[config.mk]
export PLATFORM = sky130hd
export DESIGN_NAME = fifo_dma_request_sequencer
export DESIGN_NICKNAME = d
export VERILOG_FILES = /design/src/core/fifo_dma_pkg.sv /design/src/core/word_fifo.sv /design/src/core/fifo_dma_request_sequencer.sv
export VERILOG_INCLUDE_DIRS = /design/src /design/src/core
export SDC_FILE = /design/constraint.sdc
export NUM_CORES = 1
export LEC_CHECK = 0
export ABC_CLOCK_PERIOD_IN_PS = 5190
export BUFFER_PORTS_ARGS = -buffer_cell sky130_fd_sc_hd__buf_2
export CORE_ASPECT_RATIO = 0.7
export CORE_MARGIN = 2
export CORE_UTILIZATION = 45
export CTS_CLUSTER_SIZE = 40
export DETAILED_ROUTE_END_ITERATION = 16
export PLACE_DENSITY = 0.7
export SETUP_SLACK_MARGIN = 0.4
export SYNTH_ARGS = -nofsm -noshare
export SYNTH_HDL_FRONTEND = slang
export SYNTH_HIERARCHICAL = 1
export SYNTH_SLANG_ARGS = --single-unit
[constraint.sdc]
create_clock -name CLK -period 5.19 [get_ports CLK]
set_clock_uncertainty 0.2 [all_clocks]
set_input_delay 1.038 -clock CLK [delete_from_list [all_inputs] [get_ports CLK]]
set_output_delay 1.038 -clock CLK [all_outputs]
set_load 0.01 [all_outputs]
[src/core/fifo_dma_consts.svh]
/*
 Named constants of the word sequencer: register offsets, field positions, pin
 positions and timing counts. Assumes a 100 MHz core clock.
*/
`ifndef FIFO_DMA_CONSTS_SVH
`define FIFO_DMA_CONSTS_SVH
// clock and times
`define FD_CLK_PERIOD_NS 10
`define FD_T_FLUSH_NS 400
`define FD_T_STOP_NS 150
`define FD_T_XFER_NS 45
`define FD_FLUSH_CYC ((`FD_T_FLUSH_NS + `FD_CLK_PERIOD_NS - 1) / `FD_CLK_PERIOD_NS)
`define FD_STOP_CYC ((`FD_T_STOP_NS + `FD_CLK_PERIOD_NS - 1) / `FD_CLK_PERIOD_NS)
`define FD_XFER_CYC ((`FD_T_XFER_NS + `FD_CLK_PERIOD_NS - 1) / `FD_CLK_PERIOD_NS)
// widths
`define FD_DATA_W 18
`define FD_WORD_W 19
`define FD_CELL_W 20
`define FD_STOP_BIT 19
`define FD_PAR_BIT 18
`define FD_FIFO_DEPTH 16
`define FD_FIFO_AW 4
`define FD_WC_W 16
// apb map
`define FD_ADDR_W 12
`define FD_REG_CTRL 12'h000
`define FD_REG_STATUS 12'h004
`define FD_REG_WCOUNT 12'h008
`define FD_REG_DATA 12'h00c
// control fields
`define FD_CTRL_CMD 0
`define FD_CTRL_GO 2
`define FD_CTRL_CLEAR 3
`define FD_CTRL_BUSA 4
`define FD_CTRL_ERRCLR 5
// pin vector positions
`define FD_P_GRANT 0
`define FD_P_MSW 1
`define FD_P_DMS 2
`define FD_P_DONE 3
`define FD_P_DSYNC 4
`define FD_P_EXC 5
`define FD_P_JUMP 6
`define FD_CTL_W 7
`define FD_P_BUSA 7
`define FD_P_BUSB 25
`define FD_P_DRIVE 43
`define FD_PIN_W 62
`endif

[src/core/fifo_dma_pkg.sv]
/*
 Types of the word sequencer; its FIFO does not import them.
 Assumes fifo_dma_consts.svh is compiled alongside.
*/
package fifo_dma_pkg;
   typedef enum logic [4:0] {
      ST_IDLE = 5'h01,
      ST_REQ = 5'h02,
      ST_CYC1 = 5'h04,
      ST_CYC2 = 5'h08,
      ST_REL = 5'h10
   } seq_state_type;
   typedef enum logic [1:0] {
      CMD_NONE = 2'h0,
      CMD_WRITE = 2'h1,
      CMD_READ = 2'h2,
      CMD_WCHK = 2'h3
   } cmd_type;
endpackage

[src/core/word_fifo.sv]
/*
 Word FIFO between the input register and the holding register.
 Assumes push only when in_ready and pop only when out_valid; flush is synchronous.
*/
`timescale 1ns/10ps
`default_nettype none
`include "fifo_dma_consts.svh"
module word_fifo (
   // clock and reset
   input wire logic clk,
   input wire logic rst_b,
   input wire logic flush,
   // fill side
   input wire logic push,
   input wire logic [`FD_CELL_W-1:0] push_data,
   output logic in_ready,
   // drain side
   input wire logic pop,
   output logic out_valid,
   output logic [`FD_CELL_W-1:0] out_data
);
   typedef struct packed {
      logic [`FD_FIFO_DEPTH-1:0][`FD_CELL_W-1:0] mem;
      logic [`FD_FIFO_AW-1:0] wr;
      logic [`FD_FIFO_AW-1:0] rd;
      logic [`FD_FIFO_AW:0] cnt;
   } fifo_state_type;
   fifo_state_type s, n;
   localparam logic [`FD_FIFO_AW:0] FULL_CNT = (`FD_FIFO_AW+1)'(`FD_FIFO_DEPTH);

   assign in_ready = s.cnt != FULL_CNT;
   assign out_valid = s.cnt != '0;
   assign out_data = s.mem[s.rd];

   always_comb begin
      n = s;
      if (push) begin
         n.mem[s.wr] = push_data;
         n.wr = s.wr + 1'b1;
      end
      if (pop) begin
         n.rd = s.rd + 1'b1;
      end
      n.cnt = s.cnt + {{`FD_FIFO_AW{1'b0}}, push} - {{`FD_FIFO_AW{1'b0}}, pop};
      if (flush) begin
         n.wr = '0;
         n.rd = '0;
         n.cnt = '0;
      end
   end

   always_ff @(posedge clk or negedge rst_b) begin
      if (!rst_b) begin
         s <= '0;
      end else begin
         s <= n;
      end
   end
endmodule
`default_nettype wire

[src/core/fifo_dma_request_sequencer.sv]
/*
 Word sequencer between two host buses and a disk drive: input register, FIFO,
 holding register, request latch, single or back-to-back cycles, exception stop
 marker, write-check compare, bus muxing and driver enables, APB control.
 Assumes the host arbiter grants after the request and pulses its cycle signals
 as levels; all pins are asynchronous and are synchronised here.
*/
// Behaviour
// RULE1 - read/verify: request only with holding full, no error, read/verify command
// RULE2 - request stays latched until the bus release strobe
// RULE3 - write: request when input register empty or a FIFO load occurs
// RULE4 - write: bus busy, sample FIFO input ready at sync wait, maybe second cycle
// RULE5 - write: FIFO not ready means single cycle, release, wait for FIFO load
// RULE6 - read/verify: word at FIFO top at sync wait sets second-cycle flag
// RULE7 - read/verify: empty top inhibits second cycle and releases the bus
// RULE8 - write: word counter steps once per memory cycle on deskewed sync
// RULE9 - read/verify: word counter steps when a word enters the holding register
// RULE10 - write: saved exception immediately raises exception error
// RULE11 - read/verify: exception trailing edge saves it and pushes stop marker, 150 ns
// RULE12 - stop marker at top raises error instead of filling holding register
// RULE13 - overflow with saved exception raises exception error and transfer error
// RULE14 - transfer error halts bus activity and returns to ready at once
// RULE15 - write path host to drive; read path drive to host via input mux
// RULE16 - master selects bus A or B; not master selects bus A
// RULE17 - program loads of the data buffer come from bus A only; the code loads the input register from PWDATA instead
// RULE18 - 18 data bits plus parity; parity zero in write, carried in read
// RULE19 - write-check compares 18 bits at sync wait, error holds until cleared
// RULE20 - bus B drivers on only as master, B selected, read driving data
// RULE21 - bus B bits 16 and 17 are data only with B selected and jumper cut
// RULE22 - clear or go produces a FIFO flush of at least 400 ns
// RULE23 - flush also drops saved exception and any stop marker
`timescale 1ns/10ps
`default_nettype none
`include "fifo_dma_consts.svh"
module fifo_dma_request_sequencer (
   // clock and reset
   input wire logic CLK,
   input wire logic RST_B,
   // apb slave
   input wire logic PSEL,
   input wire logic PENABLE,
   input wire logic PWRITE,
   input wire logic [`FD_ADDR_W-1:0] PADDR,
   input wire logic [31:0] PWDATA,
   output logic [31:0] PRDATA,
   output logic PREADY,
   output logic PSLVERR,
   // host bus arbitration and cycle
   output logic WORD_REQUEST_LINE,
   output logic BUS_BUSY,
   output logic BUS_RELEASE_STROBE,
   input wire logic BUS_GRANT,
   input wire logic MASTER_SYNC_WAIT,
   input wire logic DESKEWED_MASTER_SYNC,
   input wire logic MEMORY_CYCLE_DONE,
   // host data buses
   input wire logic [`FD_DATA_W-1:0] BUS_A_DATA_IN,
   output logic [`FD_DATA_W-1:0] BUS_A_DATA_OUT,
   output logic BUS_A_DATA_OE,
   input wire logic [`FD_DATA_W-1:0] BUS_B_DATA_IN,
   output logic [`FD_DATA_W-1:0] BUS_B_DATA_OUT,
   output logic BUS_B_DATA_OE,
   input wire logic BUS_B_WIDTH_JUMPER_CUT,
   output logic BUS_B_UPPER_AS_DATA,
   // drive side
   input wire logic DRIVE_SYNC_CLK,
   input wire logic DRIVE_EXCEPTION,
   input wire logic [`FD_WORD_W-1:0] DRIVE_DATA_IN,
   output logic [`FD_WORD_W-1:0] DRIVE_DATA_OUT,
   // status
   output logic EXCEPTION_ERROR,
   output logic FIFO_FLUSH_PULSE
);
   import fifo_dma_pkg::*;

   typedef struct packed {
      logic [`FD_PIN_W-1:0] pin1;
      logic [`FD_PIN_W-1:0] pin2;
      logic [`FD_CTL_W-1:0] prev;
      cmd_type cmd;
      logic bus_a_sel;
      logic [`FD_WC_W-1:0] wcount;
      logic word_count_overflow;
      logic [`FD_WORD_W-1:0] input_register;
      logic input_register_full;
      logic [`FD_WORD_W-1:0] hold;
      logic hold_full;
      logic [5:0] flush_cnt;
      logic [3:0] stop_cnt;
      logic stop_pend;
      logic [2:0] xfer_cnt;
      logic exc_saved;
      logic transfer_error_flag;
      logic write_check_error;
      logic second;
      logic req;
      seq_state_type st;
      logic [31:0] prdata;
      logic [`FD_DATA_W-1:0] host_out;
      logic [`FD_WORD_W-1:0] drive_out;
   } seq_state_struct_type;
   seq_state_struct_type s, n;

   logic [`FD_CTL_W-1:0] rise, fall;
   logic wr_mode, rv_mode, master, flushing, upper_data;
   logic [`FD_DATA_W-1:0] bus_a, bus_b, bus_data_mux;
   logic [`FD_WORD_W-1:0] input_data_mux;
   logic fifo_in_ready, fifo_out_valid, fifo_push, fifo_pop, fifo_load;
   logic [`FD_CELL_W-1:0] fifo_push_data, fifo_out;
   logic stop_hit, exc_err, wc_step, drive_tick;
   logic apb_acc, apb_mapped, flush_start;

   assign rise = s.pin2[`FD_CTL_W-1:0] & ~s.prev;
   assign fall = ~s.pin2[`FD_CTL_W-1:0] & s.prev;
   assign wr_mode = s.cmd == CMD_WRITE;
   assign rv_mode = (s.cmd == CMD_READ) || (s.cmd == CMD_WCHK);
   assign master = (s.st == ST_CYC1) || (s.st == ST_CYC2);
   assign flushing = s.flush_cnt != '0;
   assign bus_a = s.pin2[`FD_P_BUSA +: `FD_DATA_W];
   // RULE21 upper bits gating
   assign upper_data = !s.bus_a_sel && s.pin2[`FD_P_JUMP];
   assign bus_b = {upper_data ? s.pin2[`FD_P_BUSB+16 +: 2] : 2'h0,
                   s.pin2[`FD_P_BUSB +: 16]};
   // RULE16 bus selection
   assign bus_data_mux = (master && !s.bus_a_sel) ? bus_b : bus_a;
   // RULE15 input mux, RULE17 bus A outside read when not master, RULE18 write parity zero
   assign input_data_mux = rv_mode ? s.pin2[`FD_P_DRIVE +: `FD_WORD_W] : {1'b0, bus_data_mux};
   // RULE11 stop marker pushed ahead of data
   assign fifo_push = !flushing && fifo_in_ready && (s.stop_pend || s.input_register_full);
   assign fifo_load = fifo_push && !s.stop_pend;
   assign fifo_push_data = s.stop_pend ? {1'b1, {`FD_WORD_W{1'b0}}} : {1'b0, s.input_register};
   assign fifo_pop = !flushing && s.xfer_cnt == 3'h1;
   // RULE12 stop marker at top
   assign stop_hit = fifo_pop && fifo_out[`FD_STOP_BIT];
   // RULE10 write exception, RULE13 overflow with exception
   assign exc_err = (s.exc_saved && (wr_mode || s.word_count_overflow)) || stop_hit;
   // RULE8 write step per cycle, RULE9 read step per unload
   assign wc_step = (wr_mode && master && rise[`FD_P_DMS]) || (rv_mode && fifo_pop && !stop_hit);
   // the drive clock is inhibited once an error or overflow is posted
   assign drive_tick = fall[`FD_P_DSYNC] && !s.transfer_error_flag && !s.word_count_overflow && !flushing;
   assign apb_acc = PSEL && PENABLE;
   assign apb_mapped = PADDR[`FD_ADDR_W-1:4] == '0;
   assign flush_start = apb_acc && PWRITE && PADDR == `FD_REG_CTRL
                        && (PWDATA[`FD_CTRL_GO] || PWDATA[`FD_CTRL_CLEAR]);

   word_fifo fifo_i (
      .clk(CLK),
      .rst_b(RST_B),
      .flush(flushing),
      .push(fifo_push),
      .push_data(fifo_push_data),
      .in_ready(fifo_in_ready),
      .pop(fifo_pop),
      .out_valid(fifo_out_valid),
      .out_data(fifo_out)
   );

   always_comb begin
      n = s;
      n.pin1 = {DRIVE_DATA_IN, BUS_B_DATA_IN, BUS_A_DATA_IN, BUS_B_WIDTH_JUMPER_CUT,
                DRIVE_EXCEPTION, DRIVE_SYNC_CLK, MEMORY_CYCLE_DONE,
                DESKEWED_MASTER_SYNC, MASTER_SYNC_WAIT, BUS_GRANT};
      n.pin2 = s.pin1;
      n.prev = s.pin2[`FD_CTL_W-1:0];
      n.host_out = s.hold[`FD_DATA_W-1:0];
      // apb register access
      if (PSEL && !PENABLE) begin
         case (PADDR)
            `FD_REG_CTRL: n.prdata = {27'h0, s.bus_a_sel, 2'h0, s.cmd};
            `FD_REG_STATUS: n.prdata = {19'h0, s.st, s.req, flushing, s.word_count_overflow,
                                        s.exc_saved, s.write_check_error, s.transfer_error_flag, s.input_register_full, s.hold_full};
            `FD_REG_WCOUNT: n.prdata = {16'h0, s.wcount};
            `FD_REG_DATA: n.prdata = {13'h0, s.hold};
            default: n.prdata = 32'h0;
         endcase
      end
      if (apb_acc && PWRITE) begin
         case (PADDR)
            `FD_REG_CTRL: begin
               n.cmd = cmd_type'(PWDATA[`FD_CTRL_CMD +: 2]);
               n.bus_a_sel = PWDATA[`FD_CTRL_BUSA];
               if (PWDATA[`FD_CTRL_ERRCLR]) begin
                  n.write_check_error = 1'b0;
               end
            end
            `FD_REG_WCOUNT: begin
               n.wcount = PWDATA[`FD_WC_W-1:0];
               n.word_count_overflow = 1'b0;
            end
            `FD_REG_DATA: begin
               // program load of the input register, from the low 18 bits of PWDATA
               if (!rv_mode && !master && !s.input_register_full) begin
                  n.input_register = {1'b0, PWDATA[`FD_DATA_W-1:0]};
                  n.input_register_full = 1'b1;
               end
            end
            default: n.cmd = s.cmd;
         endcase
      end
      if (apb_acc && !PWRITE && PADDR == `FD_REG_DATA && !master && !s.write_check_error) begin
         n.hold_full = 1'b0;
      end
      // drive side: write sends the held word, read captures into the input register
      if (drive_tick && wr_mode && s.hold_full) begin
         n.drive_out = s.hold;
         n.hold_full = 1'b0;
      end
      if (drive_tick && rv_mode && !s.input_register_full) begin
         n.input_register = input_data_mux;
         n.input_register_full = 1'b1;
      end
      if (fifo_load) begin
         n.input_register_full = 1'b0;
      end
      // RULE11 exception trailing edge
      if (fall[`FD_P_EXC] && s.cmd != CMD_NONE) begin
         n.exc_saved = 1'b1;
         if (rv_mode) begin
            n.stop_pend = 1'b1;
            n.stop_cnt = 4'(`FD_STOP_CYC);
         end
      end
      if (s.stop_cnt != '0) begin
         n.stop_cnt = s.stop_cnt - 4'h1;
      end
      if (fifo_push && s.stop_pend) begin
         n.stop_pend = 1'b0;
      end
      // RULE12 transfer pulse into the holding register
      if (s.xfer_cnt != '0) begin
         n.xfer_cnt = s.xfer_cnt - 3'h1;
      end else if (fifo_out_valid && !s.hold_full && !s.transfer_error_flag && !flushing) begin
         n.xfer_cnt = 3'(`FD_XFER_CYC);
      end
      if (fifo_pop && !stop_hit) begin
         n.hold = fifo_out[`FD_WORD_W-1:0];
         n.hold_full = 1'b1;
      end
      if (wc_step) begin
         n.wcount = s.wcount + 16'h0001;
         if (s.wcount == 16'hffff) begin
            n.word_count_overflow = 1'b1;
         end
      end
      // request sequencer
      case (s.st)
         ST_IDLE: begin
            // RULE1 read request, RULE3 write request, RULE5 wait for load
            if (!s.transfer_error_flag && !flushing && ((rv_mode && s.hold_full) ||
                (wr_mode && !s.word_count_overflow && (!s.input_register_full || fifo_load)))) begin
               n.req = 1'b1;
               n.st = ST_REQ;
            end
         end
         ST_REQ: begin
            if (rise[`FD_P_GRANT]) begin
               n.st = ST_CYC1;
            end
         end
         ST_CYC1, ST_CYC2: begin
            // RULE4 write sample, RULE6 read sample, RULE7 inhibit second
            if (rise[`FD_P_MSW] && s.st == ST_CYC1) begin
               n.second = wr_mode ? fifo_in_ready : fifo_out_valid;
            end
            // RULE19 write-check compare
            if (rise[`FD_P_MSW] && s.cmd == CMD_WCHK
                && s.hold[`FD_DATA_W-1:0] != bus_data_mux) begin
               n.write_check_error = 1'b1;
            end
            if (rise[`FD_P_DMS] && wr_mode) begin
               n.input_register = input_data_mux;
               n.input_register_full = 1'b1;
            end
            if (rise[`FD_P_DONE]) begin
               if (rv_mode && !s.write_check_error && !n.write_check_error) begin
                  n.hold_full = 1'b0;
               end
               if (s.st == ST_CYC1 && s.second) begin
                  n.second = 1'b0;
                  n.st = ST_CYC2;
               end else begin
                  n.second = 1'b0;
                  n.st = ST_REL;
               end
            end
         end
         ST_REL: begin
            // RULE2 release clears the latch
            n.req = 1'b0;
            n.st = ST_IDLE;
         end
         default: n.st = ST_IDLE;
      endcase
      if (exc_err || s.write_check_error) begin
         n.transfer_error_flag = 1'b1;
      end
      // RULE14 transfer error halts the bus at once
      if (s.transfer_error_flag) begin
         n.req = 1'b0;
         n.second = 1'b0;
         n.st = ST_IDLE;
      end
      // RULE22 flush pulse, RULE23 clears saved exception and marker
      if (s.flush_cnt != '0) begin
         n.flush_cnt = s.flush_cnt - 6'h01;
      end
      if (flush_start) begin
         n.flush_cnt = 6'(`FD_FLUSH_CYC);
      end
      if (flushing) begin
         n.input_register_full = 1'b0;
         n.hold_full = 1'b0;
         n.exc_saved = 1'b0;
         n.stop_pend = 1'b0;
         n.stop_cnt = '0;
         n.xfer_cnt = '0;
         n.transfer_error_flag = 1'b0;
         n.second = 1'b0;
         n.req = 1'b0;
         n.st = ST_IDLE;
      end
   end

   always_ff @(posedge CLK or negedge RST_B) begin
      if (!RST_B) begin
         s <= '0;
         s.st <= ST_IDLE;
      end else begin
         s <= n;
      end
   end

   assign PRDATA = s.prdata;
   assign PREADY = 1'b1;
   assign PSLVERR = apb_acc && !apb_mapped;
   assign WORD_REQUEST_LINE = s.req;
   assign BUS_BUSY = master;
   assign BUS_RELEASE_STROBE = s.st == ST_REL;
   assign BUS_A_DATA_OUT = s.host_out;
   assign BUS_B_DATA_OUT = s.host_out;
   // RULE20 driver enables, only a read moves data to the host
   assign BUS_A_DATA_OE = master && s.bus_a_sel && s.cmd == CMD_READ;
   assign BUS_B_DATA_OE = master && !s.bus_a_sel && s.cmd == CMD_READ;
   assign BUS_B_UPPER_AS_DATA = upper_data;
   assign DRIVE_DATA_OUT = s.drive_out;
   assign EXCEPTION_ERROR = exc_err;
   assign FIFO_FLUSH_PULSE = flushing;
endmodule
`default_nettype wire

==> results_dict.tcl <==
set metrics [dict create \
    status "completed" \
    cts_tree "yes" \
    synth_edf_count 0 \
    die_w_um 292 \
    synthMuxAreaShare 0.244 \
    synth-compound-area-share 0.0524 \
    hold-worst-slack_ns 0.148 \
    ys_async_sr_fraction 1.00 \
    core_area_mm2 0.0572 \
    drtPass1Iterations 5 \
    htreeDepth 2 \
    synthAdderAreaFrac 0.00746 \
    cts.path.max_buffers 3 \
    rows 73 \
    synth_simple_gate_area_share 0.0628 \
    setup_viol 0 \
    multi_input_area_mm2 0.00993 \
    start_util 0.458 \
    synth.avg_cell_area_um2 13.7 \
    holdBufCountCts 0 \
    fill_cells 4753 \
    p_total_mw 9.68 \
    final_nets 2122 \
    first_global_vias 16299 \
    cts_inserted_buffers 52 \
    io_buffers 179 \
    worstSetupPathType "register to register" \
    drive_gt1_frac 0.379 \
    grt_max_degree 117 \
    finalHoldViolCount 0 \
    area_growth_pct 11.2 \
    overflow 0 \
    drt.antenna.violating_nets 0 \
    ys_ff_latch 599 \
    yosys_warnings 6 \
    ir_drop_uv 279 \
    p_per_area_mw_per_mm2 333 \
    seqCellArea_mm2 0.0150 \
    max_freq_mhz 243 \
    synth_top_family_by_area "multiplexers" \
    antenna_found_initial 4 \
    fin_ws_ns 1.07 \
    placed_cell_area_mm2 0.0273 \
    yosysUniqueCellTypes 64 \
    maxSlewHeadroom 0.214 \
    drt_iter0_drc 1542 \
    netlist_area_mm2 0.0262 \
    postCtsSetupBuffers 0 \
    p_leak_nw 13.9 \
    grt_usage 0.220 \
    fin_tns_setup_ns 0 \
    crit_fanout 17 \
    routedWlPerCell_um 23.4 \
    final_max_slew_viol_count 0 \
    synth_xor_area_frac 0.00836 \
    post-route-period-util 0.794 \
    cp_data_arrival_time_ns 4.43 \
    design_area_mm2 0.0291 \
    clockRootBuffer "clkbuf_16" \
    die-area_mm2 0.0601 \
    required_ns 5.50 \
    grt_pass1_wl_um 99600 \
    io_pins 208 \
    clk_pin_slew_ns 0.07 \
    dp_hpwl_um 42900 \
    pre_cts_ws_ns 1.08 \
    gp_congestion 0.917 \
    clock_sinks 599 \
    via_per_inst 5.78 \
    rsz0062_at_grt "false" \
    clk_latency_ns 0.60 \
    synth-main-ff-cell "dfrtp_1" \
    worst_pin_slew_ns 1.18 \
    end_kind "register" \
    start_kind "register" \
    min_period_ns 4.12 \
    vias 16108 \
    syn_inst 1912 \
    drt_wl_total_um 65200 \
    fp.dieH_um 206 \
    cts_resized 0 \
    hold_path_class "register to register" \
    yosysSeqAreaShare 0.573 \
    cap_violations 0 \
    drc 0 \
]
cells by family after synthesis:
| kind of cell | Yosys count |
|---|---|
| adder cells (fa/ha/maj) | 15 |
| AO/OA/AOI/OAI | 208 |
| buffers and inverters | 241 |
| XOR/XNOR | 25 |
| multiplexers | 488 |
| other | 2 |
| AND/OR/NAND/NOR | 334 |
| flip-flops | 599 |
critical path, cell delays in order, from the launching register on:
cell and delay (ns):
dfrtp_1 0.36, inv_1 0.11, ha_1 0.23, or3b_2 0.52, nor2_1 0.39, inv_1 0.10, nor2_1 0.12, buf_4 0.22
inv_2 0.10, ha_1 0.29, inv_1 0.04, ha_1 0.20, fa_1 0.44, a21oi_1 0.15, nor2_1 0.07, or3_1 0.34
a21oi_1 0.15
cells in the mapped netlist, drive strengths merged (4+ instances only):
cell	count	share of area
dfrtp	598	0.57
mux2	377	0.16
buf	148	0.038
nand2	103	0.015
mux4	83	0.071
nor2	70	0.010
clkbuf	58	0.0083
a21oi	57	0.011
a22oi	54	0.015
nor2b	42	0.010
inv	35	0.0050
nand3	33	0.0063
o21ai	33	0.0063
mux2i	28	0.011
nor3	22	0.0042
a211oi	16	0.0046
nand4	16	0.0038
ha	14	0.0067
xnor2	14	0.0047
xor2	11	0.0037
o31ai	10	0.0029
nand2b	9	0.0022
nor4	6	0.0014
or3	6	0.0016
a2111oi	5	0.0017
and3	5	0.0012
o22ai	5	0.0012
nand3b	4	0.0011
o221a	4	0.0017
worst paths after layout:
path / startpoint / endpoint / slack (ns) / cells after the start
worst max register to register: s[87] / fifo_i/s[4] / 1.07 / 16
worst min-delay path: n[169] / bus_a[2] / 0.15 / 0
min in group asynchronous: RST_B / fifo_i/s[4] / 0.28 / 1
worst max-delay path: s[87] / fifo_i/s[4] / 1.07 / 16
worst min register to register: n[169] / bus_a[2] / 0.15 / 0
max in group asynchronous: RST_B / fifo_i/s[86] / 3.37 / 2
metal layers:
metal / vias up / track usage / share of wire
li1: 6933 / - / -
met2: 648 / 0.316 / 0.43
met3: 91 / 0.0641 / 0.10
met4: 0 / 0.0537 / 0.018
met1: 8436 / 0.328 / 0.45
met5: - / 0 / 0
cell usage in the layout, fill, tap and decap left out, drive strengths merged, types with 16 or more instances in the layout:
cell    netlist  layout
mux4         83      83
nor2         70      70
o21ai        33      33
inv          35      35
a22oi        54      54
buf         148     224
nand2       103     103
mux2i        28      28
dfrtp       598     598
nand3        33      33
clkbuf       58      73
nor3         22      22
a21oi        57      57
nor2b        42      42
mux2        377     377
a211oi       16      16
nand4        16      16
registers in the layout, summed over array words and instances, names as in the netlist:
name and cells:
BUS_A_DATA_OUT 18, DRIVE_DATA_OUT 19, PRDATA 19, WORD_REQUEST_LINE 1, bus_a 18, bus_b 16, fifo_i/s 333, n 87
s 88
final cells by class:
type                            instances  share of cell area
Antenna cell                            4            0.000344
Inverter                               35             0.00451
Clock buffer                           73              0.0523
Multi-Input combinational cell       1084               0.341
Tap cell                              750              0.0322
Timing Repair Buffer                  224              0.0449
Sequential cell                       599               0.515
Clock inverter                         16             0.00924
report_power, final:
group	total [mW]	switching (mW)	internal, mW
Clock	4.10	1.72	2.38
Combinational	0.680	0.483	0.197
Sequential	4.90	0.106	4.80
Total	9.68	2.31	7.38
stage by stage:
stage / std cells / utilization
after CTS: 2781 / 0.509
after floorplan: 1924 / -
final: 2785 / 0.509
after global placement: 2692 / 0.477
after detailed placement: 2692 / 0.477
after global routing: 2782 / 0.509
Note: power is estimated with default switching activity, not from simulation.
